## config.mk

```make
export PLATFORM = sky130hd
export DESIGN_NAME = gl_bus_glue
export DESIGN_NICKNAME = d
export VERILOG_FILES = /design/src/gl_pkg.sv /design/src/gl_bus_glue.sv
export VERILOG_INCLUDE_DIRS = /design/src
export SDC_FILE = /design/constraint.sdc
export NUM_CORES = 1
export LEC_CHECK = 0
export BUFFER_PORTS_ARGS = -buffer_cell sky130_fd_sc_hd__buf_4
export CORE_UTILIZATION = 30
export CTS_CLUSTER_DIAMETER = 50
export DETAILED_ROUTE_END_ITERATION = 7
export GPL_ROUTABILITY_DRIVEN = 1
export SLEW_MARGIN = 20
export SYNTH_ARGS = -nofsm -noshare
export SYNTH_HDL_FRONTEND = slang
export SYNTH_SLANG_ARGS = --single-unit
```

## constraint.sdc

```tcl
create_clock -name CLK -period 1.86 [get_ports CLK]
set_input_delay 0.186 -clock CLK [delete_from_list [all_inputs] [get_ports CLK]]
set_output_delay 0.186 -clock CLK [all_outputs]
set_load 0.05 [all_outputs]
```

## src/gl_bus_regs.svh

```systemverilog
`ifndef GL_BUS_REGS_SVH
`define GL_BUS_REGS_SVH

// board decode: A31..A24 pattern and the bit that splits rom from mac
`define GL_DEC_HI 31
`define GL_DEC_LO 24
`define GL_DEC_PAT 8'hF9
`define GL_DEC_SPLIT 8

// fixed levels of the generated bus signals
`define GL_DRIVE_LOW 1'h0
`define GL_ROM_ACK0_LVL 1'h0
`define GL_ROM_ACK1_LVL 1'h1

// reset values of owned controls
`define GL_RST_REQ_N 1'h1
`define GL_RST_OE_N 1'h1
`define GL_RST_STROBE_N 1'h1
`define GL_RST_WORD 32'h0
`define GL_RST_RW_N 1'h1
`define GL_RST_BIT 1'h0

`endif

```

## src/gl_pkg.sv

```systemverilog
package gl_pkg;

    typedef enum logic [3:0] {
        A_IDLE = 4'h1,
        A_REQ = 4'h2,
        A_WAIT = 4'h4,
        A_OWN = 4'h8
    } gl_arb_t;

    typedef enum logic [3:0] {
        C_IDLE = 4'h1,
        C_S1 = 4'h2,
        C_S2 = 4'h4,
        C_S3 = 4'h8
    } gl_cyc_t;

    typedef struct packed {
        logic valid;
        logic write;
        logic [31:0] addr;
        logic [31:0] data;
    } gl_dma_req_t;

    typedef struct packed {
        logic carrier;
        logic transmit;
        logic collision;
    } gl_led_t;

endpackage

```

## src/gl_bus_glue.sv

```systemverilog
// Notes on behaviour
// - on dma need, assert bus request and wait for grant before bus activity
// - take bus by driving grant ack once strobe, port acks, grant ack idle
// - bus request withdrawn as soon as grant ack is asserted
// - owned bus runs three-clock dma cycles on the board clock, S2 stretched one clock per port wait state
// - space code 1, size 0, address 0 driven low only while grant ack
// - master cycles only use data spaces 001 or 101
// - space code 2 comes from user output bit 0, user or supervisor
// - size bit 1 comes from user output bit 1, software keeps it 0
// - user output bits change with the address lines
// - rom select and ack drivers enabled by strobe and address decode with A8 high
// - rom ack drives bit 0 low, bit 1 high; otherwise released
// - mac chip select uses the same decode with A8 low
// - rom select and rom acks released when the host ends the cycle
// - carrier indicator is inverse of carrier sense
// - transmit and collision indicators are inverses of their sources
// - no local packet memory, all data moves through master cycles
`timescale 1ns/10ps
`default_nettype none
`include "gl_bus_regs.svh"

module gl_bus_glue (
    input wire logic CLK,
    input wire logic RST_N,
    input wire gl_pkg::gl_dma_req_t DMA_REQ,
    output logic DMA_READY,
    output logic [31:0] DMA_RDATA,
    input wire logic USER_OUT_BIT_0,
    input wire logic USER_OUT_BIT_1,
    output logic BUS_REQUEST_N,
    input wire logic BUS_GRANT_N,
    input wire logic GRANT_ACKNOWLEDGE_N_I,
    output logic GRANT_ACKNOWLEDGE_N_O,
    output logic GRANT_ACKNOWLEDGE_N_OE_N,
    input wire logic ADDRESS_STROBE_N_I,
    output logic ADDRESS_STROBE_N_O,
    output logic DATA_STROBE_N_O,
    output logic READ_WRITE_N_O,
    output logic CTRL_OE_N,
    input wire logic PORT_ACK_0_N,
    input wire logic PORT_ACK_1_N,
    input wire logic [31:0] ADDR_I,
    output logic [31:0] ADDR_O,
    input wire logic [31:0] DATA_I,
    output logic [31:0] DATA_O,
    output logic DATA_OE_N,
    output logic SPACE_CODE_2_O,
    output logic TRANSFER_SIZE_1_O,
    output logic SPACE_CODE_1_O,
    output logic TRANSFER_SIZE_0_O,
    output logic ADDR0_O,
    output logic GLUE_OE_N,
    output logic ROM_SELECT_N,
    output logic MAC_CHIP_SELECT_N,
    output logic ROM_ACK_0_O,
    output logic ROM_ACK_1_O,
    output logic ROM_ACK_OE_N,
    input wire gl_pkg::gl_led_t LED_SRC,
    output gl_pkg::gl_led_t LED_OUT
);

    gl_pkg::gl_arb_t arb, next_arb;
    gl_pkg::gl_cyc_t cyc, next_cyc;
    logic br_n, next_br_n;
    logic gack_oe_n, next_gack_oe_n;
    logic as_n, next_as_n;
    logic ds_n, next_ds_n;
    logic rw_n, next_rw_n;
    logic dat_oe_n, next_dat_oe_n;
    logic [31:0] addr, next_addr;
    logic [31:0] wdata, next_wdata;
    logic [31:0] rdata, next_rdata;
    logic ubit0, next_ubit0;
    logic ubit1, next_ubit1;
    logic bus_idle;
    logic port_ack;
    logic board_hit;
    logic rom_hit;
    logic mac_hit;

    assign bus_idle = ADDRESS_STROBE_N_I & PORT_ACK_0_N & PORT_ACK_1_N & GRANT_ACKNOWLEDGE_N_I;
    assign port_ack = ~PORT_ACK_0_N | ~PORT_ACK_1_N;

    // arbitration: request, wait for grant, then wait for a quiet bus
    always_comb begin
        next_arb = arb;
        next_br_n = br_n;
        next_gack_oe_n = gack_oe_n;
        unique case (arb)
            gl_pkg::A_IDLE: begin
                if (DMA_REQ.valid) begin
                    next_arb = gl_pkg::A_REQ;
                    next_br_n = 1'h0;
                end
            end
            gl_pkg::A_REQ: begin
                if (!BUS_GRANT_N) begin
                    next_arb = gl_pkg::A_WAIT;
                end
            end
            gl_pkg::A_WAIT: begin
                // a previous owner may still be finishing its cycle
                if (bus_idle) begin
                    next_arb = gl_pkg::A_OWN;
                    next_gack_oe_n = 1'h0;
                    next_br_n = 1'h1;
                end
            end
            gl_pkg::A_OWN: begin
                // hold the bus across back-to-back requests
                if (!DMA_REQ.valid && cyc == gl_pkg::C_IDLE) begin
                    next_arb = gl_pkg::A_IDLE;
                    next_gack_oe_n = `GL_RST_OE_N;
                end
            end
        endcase
    end

    always_ff @(posedge CLK or negedge RST_N) begin
        if (!RST_N) begin
            arb <= gl_pkg::A_IDLE;
            br_n <= `GL_RST_REQ_N;
            gack_oe_n <= `GL_RST_OE_N;
        end else begin
            arb <= next_arb;
            br_n <= next_br_n;
            gack_oe_n <= next_gack_oe_n;
        end
    end

    // master cycle: S1 strobes, S2 waits for port ack, S3 ends
    always_comb begin
        next_cyc = cyc;
        next_as_n = as_n;
        next_ds_n = ds_n;
        next_rw_n = rw_n;
        next_dat_oe_n = dat_oe_n;
        next_addr = addr;
        next_wdata = wdata;
        next_rdata = rdata;
        next_ubit0 = ubit0;
        next_ubit1 = ubit1;
        unique case (cyc)
            gl_pkg::C_IDLE: begin
                if (arb == gl_pkg::A_OWN && DMA_REQ.valid) begin
                    next_cyc = gl_pkg::C_S1;
                    next_addr = DMA_REQ.addr;
                    next_wdata = DMA_REQ.data;
                    next_rw_n = ~DMA_REQ.write;
                    next_dat_oe_n = ~DMA_REQ.write;
                    // launched on the same edge as the address
                    next_ubit0 = USER_OUT_BIT_0;
                    next_ubit1 = USER_OUT_BIT_1;
                    next_as_n = 1'h0;
                    next_ds_n = 1'h0;
                end
            end
            gl_pkg::C_S1: begin
                next_cyc = gl_pkg::C_S2;
            end
            gl_pkg::C_S2: begin
                // slow ports simply stretch this state
                if (port_ack) begin
                    next_cyc = gl_pkg::C_S3;
                    next_rdata = DATA_I;
                    next_as_n = `GL_RST_STROBE_N;
                    next_ds_n = `GL_RST_STROBE_N;
                    next_dat_oe_n = `GL_RST_OE_N;
                end
            end
            gl_pkg::C_S3: begin
                next_cyc = gl_pkg::C_IDLE;
            end
        endcase
    end

    always_ff @(posedge CLK or negedge RST_N) begin
        if (!RST_N) begin
            cyc <= gl_pkg::C_IDLE;
            as_n <= `GL_RST_STROBE_N;
            ds_n <= `GL_RST_STROBE_N;
            rw_n <= `GL_RST_RW_N;
            dat_oe_n <= `GL_RST_OE_N;
            addr <= `GL_RST_WORD;
            wdata <= `GL_RST_WORD;
            rdata <= `GL_RST_WORD;
            ubit0 <= `GL_RST_BIT;
            ubit1 <= `GL_RST_BIT;
        end else begin
            cyc <= next_cyc;
            as_n <= next_as_n;
            ds_n <= next_ds_n;
            rw_n <= next_rw_n;
            dat_oe_n <= next_dat_oe_n;
            addr <= next_addr;
            wdata <= next_wdata;
            rdata <= next_rdata;
            ubit0 <= next_ubit0;
            ubit1 <= next_ubit1;
        end
    end

    // owned-bus outputs from flip-flops, except the grant ack level tied low and ready decoded from the cycle state
    assign BUS_REQUEST_N = br_n;
    assign GRANT_ACKNOWLEDGE_N_O = `GL_DRIVE_LOW;
    assign GRANT_ACKNOWLEDGE_N_OE_N = gack_oe_n;
    assign CTRL_OE_N = gack_oe_n;
    assign ADDRESS_STROBE_N_O = as_n;
    assign DATA_STROBE_N_O = ds_n;
    assign READ_WRITE_N_O = rw_n;
    assign ADDR_O = addr;
    assign DATA_O = wdata;
    assign DATA_OE_N = dat_oe_n;
    assign DMA_RDATA = rdata;
    assign DMA_READY = (cyc == gl_pkg::C_S3);
    assign SPACE_CODE_2_O = ubit0;
    assign TRANSFER_SIZE_1_O = ubit1;

    // glue drivers follow the grant-ack pin, so no clock delay
    assign SPACE_CODE_1_O = `GL_DRIVE_LOW;
    assign TRANSFER_SIZE_0_O = `GL_DRIVE_LOW;
    assign ADDR0_O = `GL_DRIVE_LOW;
    assign GLUE_OE_N = GRANT_ACKNOWLEDGE_N_I;

    // slave decode; strobe release ends it in the same instant
    assign board_hit = (ADDR_I[`GL_DEC_HI:`GL_DEC_LO] == `GL_DEC_PAT) & ~ADDRESS_STROBE_N_I;
    assign rom_hit = board_hit & ADDR_I[`GL_DEC_SPLIT];
    assign mac_hit = board_hit & ~ADDR_I[`GL_DEC_SPLIT];
    assign ROM_SELECT_N = ~rom_hit;
    assign MAC_CHIP_SELECT_N = ~mac_hit;
    assign ROM_ACK_0_O = `GL_ROM_ACK0_LVL;
    assign ROM_ACK_1_O = `GL_ROM_ACK1_LVL;
    assign ROM_ACK_OE_N = ~rom_hit;

    // indicators are plain inversions of the codec lines
    localparam int LEDS = 3;
    logic [LEDS-1:0] led_src_v;
    logic [LEDS-1:0] led_out_v;
    assign led_src_v = LED_SRC;
    generate
        for (genvar i = 0; i < LEDS; i++) begin : g_led
            assign led_out_v[i] = ~led_src_v[i];
        end
    endgenerate
    assign LED_OUT = led_out_v;
endmodule
`default_nettype wire

```

## Yosys cells after proc, flatten, opt, wreduce, memory -nomap -nowiden

Index checks and enable logic that the tools add are counted.

- Bits in registers: 111
- Memories: 0
- Output and inout port bits: 119
- Bits of input ports: 142
- Memory bits (read-only): 0
- Bits in writable memories: 0
- Latch bits: 0
- Word-level logic and storage cells: 76

- $mul: 0
- Shift-type cells: 0
- Reductions and logical operators: 13
- Divide/modulo/power cells: 0
- Multiplexer cells: 19
- $lt $le $gt $ge: 0
- Add/sub/neg operators: 0
- Bitwise operators: 17
- Eq/ne operators: 15

Operators with widths:

| cell | number |
|---|---|
| $pmux W4 S4 | 2 |
| $mux W4 | 6 |
| $ne A2 B2 Y1 const B | 5 |
| $not A1 Y1 | 10 |
| $reduce_and A3 Y1 | 3 |
| $eq A4 B1 Y1 const B | 2 |
| $eq A4 B2 Y1 const B | 2 |
| $eq A4 B3 Y1 const B | 2 |
| $eq A4 B4 Y1 const B | 2 |
| $eq A8 B8 Y1 const B | 1 |
| $pmux W1 S2 | 4 |
| $mux W1 | 7 |
| $and A1 B1 Y1 | 6 |
| $reduce_and A2 Y1 | 3 |
| $reduce_bool A2 Y1 | 3 |
| $reduce_and A4 Y1 | 1 |
| $logic_and A1 B1 Y1 | 2 |
| $ne A2 B1 Y1 const B | 1 |
| $logic_not A1 Y1 | 1 |
| $or A1 B1 Y1 | 1 |

## Longest topological paths before layout

Gate-level depths: netlist of run 1.

- Word-level depth: 5
- Gate-level depth with buffers: 7
- Gate-level depth less buffers: 3

## Least setup slack after synthesis of run 1

Ideal clock, no wire load.

- Kind: register to register
- Start point: register cyc[1]
- End point: register cyc[0]
- Setup time: 67 ps
- Path slack: -674 ps
- Required time: 1793 ps
- Period minus slack after synthesis: 2534 ps
- Data arrival time: 2467 ps
- Stages on the path, launching flop included: 3
- Buffers on the path: 0
- Cells stage by stage: dfrtp_1 nor4b_1 or2_2

- Elaborated cells on any way between the ends: 8
- Classes of those cells: eq/ne (6); mux (1); reduce/logical (1)

RTL lines:

| item | RTL line | source |
|---|---|---|
| from (decl) | gl_bus_glue.sv:63 | `gl_pkg::gl_cyc_t cyc, next_cyc;` |
| from (signal assigned) | gl_bus_glue.sv:179 | `cyc <= gl_pkg::C_IDLE;` |
| from (signal assigned) | gl_bus_glue.sv:190 | `cyc <= next_cyc;` |
| $eq A4 B4 Y1 | -- |  |
| via DMA_READY | gl_bus_glue.sv:26 | `output logic DMA_READY,` |
| $pmux W4 S4 | gl_bus_glue.sv:143 | `unique case (cyc)` |

The timed path passes the listed nets, and every way through them passes these cells.
A chain may end at the register's enable or synchronous reset.

## Final worst setup path of run 1

- Start point: register cyc[1]
- End point: register rdata[20] (netlist: DMA_RDATA[20])

- Longest elaborated chain between the ends: 2

RTL lines:

| item | RTL line | source |
|---|---|---|
| $eq A4 B3 Y1 | gl_bus_glue.sv:143 |  |
| $reduce_and A2 Y1 (no line) | -- |  |
| to (signal assigned) | gl_bus_glue.sv:186 | `` rdata <= `GL_RST_WORD; `` |
| to (signal assigned) | gl_bus_glue.sv:197 | `rdata <= next_rdata;` |
| to (decl) | gl_bus_glue.sv:72 | `logic [31:0] rdata, next_rdata;` |

Every way passes these cells.

==> metrics.csv, run 1 <==
metric,value,unit
Initial DRC Count,60,
Worst R2R Path Depth,4,
initial antenna violation count,0,
grt total ovfl,0,
first-pass GRT wire length,17200,um
Layout area overhead,48.7,%
Max Fclk,565,MHz
number of global-route vias before repair,3417,
Post-synth top flop,dfrtp_1,
register bit count reported by yosys,111,
die width,126,um
Hold Crit Depth,2,
post-route setup TNS,0,ns
pin count of the biggest net entering global routing,112,
"Async S/R FF share, synth",100,%
Post-synth EDFFs,0,
Final Max Tran Viols,0,
CP Launch Type,flop,
gpl congestion,0.733,
Pre-Repair DR Iteration Count,4,
peak supply drop,0.000828,V
count of cell types in the netlist,37,
Antenna Cells,0,
final hold violation count,0,
post-DP HPWL,7500,um
CORE AREA,14800,um^2
Nets,670,
clk_skew,0.00457,ns
final instance area,6860,um^2
Synth warnings,0,
status,completed,
register area share after synthesis,60.4,%
Critical Path Fanout Max,33,
Syn Area/Cell,15.9,um^2
MaxCap Viol Count,0,
Slew HR,58.1,%
Setup crit end kind,flop,
worst hold path type,input pin to flop,
wire per inst,14.6,um
Max Root-Sink Buffers,2,
Root Buffer,clkbuf_16,
vias,3177,
Leakage,3.50,nW
CTS tree,yes,
Setup CP Type,flop to flop,
# setup viols final,0,
share of cells above drive strength 1,71.1,%
"Min Clock Period, post-route",1.77,ns
"Setup Fix Bufs, Post-CTS",0,
H-tree depth,3,
"commonest non-fill, non-tap cell in the layout",buf_4,
Clock Latency Late Sink,0.34,ns
Synth Instances,290,
Initial Util,31.3,%
Final Cycle Share,95.2,%
GRT Util Overall,13.6,%
post-DR vias/cell,4.43,
most frequent cells in the layout,"buf_4, dfrtp_1, mux2_2",
Placement Cell Area,6540,um^2
Final ANT Viol Nets,0,
Die Area,15900,um^2
Routed WL,10500,um
CP Data Required Time,2.09,ns
TritonCTS Buffers,9,
Synth Cell Area,4620,um^2
worst slew pin tran,0.629,ns
row cnt,44,
Die Ht,126,um
Port Buf Inserts,231,
clk sinks,111,
power per cell area,1230,nW/um^2
Worst-path clk slew,0.07,ns
DRC Markers,0,
unrepaired setup endpoints after global routing,no,
crit path DAT,2.00,ns
IO Pins,261,
-- report_power, final --
group | switching, mW | internal [mW] | leakage (nW)
sequential | 0.286 | 2.89 | 1.45
combinational | 2.12 | 1.29 | 1.91
clock | 0.883 | 0.993 | 0.143
-- cells in the mapped netlist (2+ instances only) --
master,number,area share [%]
nor2b_1,2,0.27
mux2_4,29,9.4
nor4b_2,2,0.65
nand3_1,3,0.33
buf_12,4,1.7
o21a_1,3,0.49
nand2b_1,2,0.27
buf_4,17,2.8
conb_1,2,0.16
nand4_1,2,0.27
buf_2,3,0.33
nor3_1,6,0.65
nor3b_1,2,0.33
dfrtp_1,104,56
dfstp_2,7,4.0
nor4b_1,3,0.57
mux2_2,70,17
inv_1,6,0.49
a211oi_1,3,0.49
nand2_1,3,0.24
-- metal layers --
metal / vias to the layer above / GRT usage, % / part of all wire [%]
met2: 147 / 22.1 / 48
met4: 0 / 5.03 / 1.8
met5: - / 0 / 0
met1: 1534 / 17.0 / 42
li1: 1482 / - / -
met3: 14 / 4.38 / 7.7
-- flip-flops by register name, indices dropped and copies added (netlist names) --
register and flops:
arb 4, DMA_RDATA 32, DATA_O 32, SPACE_CODE_2_O 1, cyc 4, ADDR_O 32, CTRL_OE_N 1, DATA_STROBE_N_O 1
READ_WRITE_N_O 1, DATA_OE_N 1, BUS_REQUEST_N 1, TRANSFER_SIZE_1_O 1
-- critical path, stage by stage, from the launching register on --
cell	delay, ns
dfrtp_2	0.45
nor4b_2	0.35
and2_2	0.26
buf_12	0.22
mux2_2	0.36
-- final cells by class --
| cell class | count | area (um^2) |
|---|---|---|
| multi-input combinational | 153 | 1620 |
| clock inverter | 5 | 38.8 |
| timing repair buffer | 247 | 1910 |
| sequential | 111 | 2790 |
| clock buffer | 11 | 253 |
| inverter | 6 | 22.5 |
| fill | 1344 | 7890 |
| tap | 184 | 230 |
-- cells by family (layout without fill, tap and decap cells) --
kind of cell | after synthesis | count (layout) | synth area share, %
compound gates | 12 | 12 | 1.90
mux | 100 | 100 | 26.7
simple gates | 33 | 33 | 5.15
flops | 111 | 111 | 60.4
xor+xnor | 2 | 2 | 0.380
other cells | 2 | 6 | 0.163
buf+inv | 30 | 269 | 5.31
-- metrics by stage --
| stage | util, % | hold WS, ns | setup slack [ns] | power, mW | cells |
|---|---|---|---|---|---|
| 2_1_floorplan | - | -0.110 | 0.0298 | 5.45 | 294 |
| 3_3_place_gp | 44.3 | 0.313 | 0.0603 | 6.60 | 699 |
| 3_5_place_dp | 44.3 | 0.316 | 0.0391 | 6.65 | 699 |
| 4_1_cts | 46.4 | 0.0415 | 0.0241 | 8.59 | 717 |
| 5_1_grt | 46.5 | 0.0426 | 0.00148 | 8.87 | 717 |
| 6_report | 46.5 | 0.0655 | 0.0891 | 8.47 | 717 |
-- worst paths after layout --
check                               startpoint  slack (ns)        endpoint
worst min-delay path                DATA_I[29]        0.07   DMA_RDATA[29]
worst max register to register          cyc[1]        0.09   DMA_RDATA[20]
worst max-delay path                    cyc[1]        0.09   DMA_RDATA[20]
worst min register to register  READ_WRITE_N_O        0.48  READ_WRITE_N_O
max in group asynchronous                RST_N        0.87          cyc[3]
min in group asynchronous                RST_N        0.43      DATA_O[13]
-- timing repair --
action                                 CTS  global route
resized for setup                        0             3
setup endpoints to repair                0            66
hold buffers                             2             0
endpoints found under the hold margin  105             0
Note: power is estimated with default switching activity, not from simulation.
==> inputs of run 2 (changes only) <==
--- a/config.mk
+++ b/config.mk
@@ -6,11 +6,12 @@
 export SDC_FILE = /design/constraint.sdc
 export NUM_CORES = 1
 export LEC_CHECK = 0
-export BUFFER_PORTS_ARGS = -buffer_cell sky130_fd_sc_hd__buf_4
+export BUFFER_PORTS_ARGS = -buffer_cell sky130_fd_sc_hd__buf_2
 export CORE_UTILIZATION = 30
 export CTS_CLUSTER_DIAMETER = 50
 export DETAILED_ROUTE_END_ITERATION = 7
 export GPL_ROUTABILITY_DRIVEN = 1
+export SETUP_SLACK_MARGIN = 0.15
 export SLEW_MARGIN = 20
 export SYNTH_ARGS = -nofsm -noshare
 export SYNTH_HDL_FRONTEND = slang
==> metrics.csv, run 2 (same netlist as run 1, synthesis figures left out) <==
metric,value,unit,change
status,completed,,unchanged
first-pass GRT wire length,16700,um,was 17200 um
number of global-route vias before repair,3388,,was 3417
post-DP HPWL,7390,um,was 7500 um
Placement Cell Area,5990,um^2,was 6540 um^2
placed insts,700,,was 699
Nets,682,,was 670
wire per inst,14.4,um,was 14.6 um
critical path endpoint,ADDR_O[15],,was DMA_RDATA[20]
number of cells on the critical path,4,,unchanged
Setup crit end kind,flop,,unchanged
Worst path slowest cell,dfstp_2,,was dfrtp_2
CP cell instances,nor4b_4 > and3_4 > buf_12 > mux2_2,,was nor4b_2 > and2_2 > buf_12 > mux2_2
CP top delay family,flip-flops,,was simple AND/OR/NAND/NOR gates
initial antenna violation count,0,,unchanged
peak supply drop,0.00107,V,was 0.000828 V
Root Buffer,clkbuf_16,,unchanged
worst hold path type,input pin to flop,,unchanged
flop-to-flop setup slack,0.11,ns,was 0.09 ns
CP Data Required Time,2.09,ns,about the same
grt total ovfl,0,,unchanged
Setup CP Type,flop to flop,,unchanged
clk_skew,0.00660,ns,was 0.00457 ns
highest cell delay on the worst timing path,0.55,ns,was 0.45 ns
Worst-path clk slew,0.07,ns,about the same
power per cell area,1280,nW/um^2,was 1230 nW/um^2
worst hold slack,0.0663,ns,was 0.0655 ns
most frequent cells in the layout,"buf_2, dfrtp_1, mux2_2",,"was buf_4, dfrtp_1, mux2_2"
Leakage,3.45,nW,was 3.50 nW
fin cells,729,,was 717
MaxCap Viol Count,0,,unchanged
die width,126,um,unchanged
Routed WL,10500,um,about the same
gpl congestion,0.721,,was 0.733
Final Max Tran Viols,0,,unchanged
Final Cycle Share,93.9,%,was 95.2%
vias,3206,,was 3177
Initial Util,31.3,%,unchanged
Die Area,15900,um^2,unchanged
Bufs and invs on worst path,1,,unchanged
"Min Clock Period, post-route",1.75,ns,was 1.77 ns
H-tree depth,3,,unchanged
GRT Util Overall,13.3,%,was 13.6%
IO Pins,261,,unchanged
Port Buf Inserts,231,,unchanged
post-route setup TNS,0,ns,unchanged
Antenna Cells,0,,unchanged
CTS tree,yes,,unchanged
Initial DRC Count,74,,was 60
Pre-Repair DR Iteration Count,4,,unchanged
final instance area,6490,um^2,was 6860 um^2
TritonCTS Buffers,9,,unchanged
Critical Path Start,cyc[0],,was cyc[1]
Critical R2R Launch,cyc[0],,was cyc[1]
clk sinks,111,,unchanged
Die Ht,126,um,unchanged
Worst R2R Path Depth,4,,unchanged
crit path DAT,1.98,ns,was 2.00 ns
# setup viols final,0,,unchanged
RR Endpoint,ADDR_O[15],,was DMA_RDATA[20]
Final Total Pwr,8.28,mW,was 8.47 mW
Final ANT Viol Nets,0,,unchanged
Max Fclk,572,MHz,was 565 MHz
Layout area overhead,40.6,%,was 48.7%
pin count of the biggest net entering global routing,63,,was 112
share of cells above drive strength 1,72.3,%,was 71.1%
post-DR vias/cell,4.40,,was 4.43
Critical Path Fanout Max,31,,was 33
row cnt,44,,unchanged
Fill cells,1391,,was 1344
final hold violation count,0,,unchanged
unrepaired setup endpoints after global routing,yes,,was no
CP Launch Type,flop,,unchanged
Max Root-Sink Buffers,2,,unchanged
Clock Latency Late Sink,0.35,ns,was 0.34 ns
CORE AREA,14800,um^2,unchanged
"commonest non-fill, non-tap cell in the layout",buf_2,,was buf_4
DRC Markers,0,,unchanged
==> run 2: changes by cell type in the layout (fill, tap and decap cells not counted), sizes merged <==
cell	change
inv	-1
clkinv	+1
bufinv	+1
clkbuf	+1
buf	+10
==> run 2: cell type report <==
cell class / count / area [um^2] / area share (%)
repair buffers: 259 / 1500 / 23.1
well taps: 184 / 230 / 3.55
flip-flops and latches: 111 / 2790 / 43.0
inverters: 6 / 22.5 / 0.347
multi-input cells: 153 / 1650 / 25.4
clock inverters: 6 / 68.8 / 1.06
clock buffers: 10 / 229 / 3.53
==> run 2: per-layer routing <==
layer / share of wire (%) / vias to the layer above / global-route usage (%)
met4: 1.5 / 0 / 6.38
met3: 7.2 / 9 / 3.53
met1: 44 / 1540 / 16.4
met5: 0 / - / 0
li1: - / 1508 / -
met2: 47 / 149 / 21.6
==> run 2: what timing repair did <==
action / CTS / global route
gates cloned: 1 / 2
pin swaps: 1 / 0
endpoints found under the setup margin: 101 / 99
endpoints found under the hold margin: 20 / 0
hold buffers: 2 / 0
buffers inserted: 8 / 0
gates resized for setup: 8 / 4
==> run 2: worst reg2reg max path, cell delays in order, from the launching register on <==
cell	delay [ns]
dfstp_2	0.55
nor4b_4	0.21
and3_4	0.29
buf_12	0.22
mux2_2	0.37
==> run 2: stage by stage <==
stage | utilization [%] | setup slack (ns)
finish | 44.0 | 0.113
floorplan | - | 0.0733
detailed placement | 40.6 | 0.0417
global placement | 40.6 | 0.0745
CTS | 43.6 | 0.105
global route | 44.0 | 0.0189
==> run 2: worst min path at each step <==
stage | from | end | slack, ns | cells after the start
2_1_floorplan | RST_N | ADDR_O[0] | -0.11 | 0
3_3_place_gp | RST_N | DATA_O[4] | 0.09 | 1
3_5_place_dp | RST_N | DATA_O[8] | 0.09 | 1
4_1_cts | DMA_REQ[1] | DATA_O[1] | 0.05 | 2
5_1_grt | DMA_REQ[1] | DATA_O[1] | 0.05 | 2
6_report | DMA_REQ[57] | ADDR_O[25] | 0.07 | 2
==> run 2: where the power goes <==
| group | total, mW | switching (mW) | leakage (nW) | internal (mW) |
|---|---|---|---|---|
| sequential | 3.17 | 0.274 | 1.45 | 2.89 |
| combinational | 3.18 | 2.12 | 1.87 | 1.06 |
| clock | 1.93 | 0.878 | 0.143 | 1.05 |
| total | 8.28 | 3.27 | 3.45 | 5.01 |
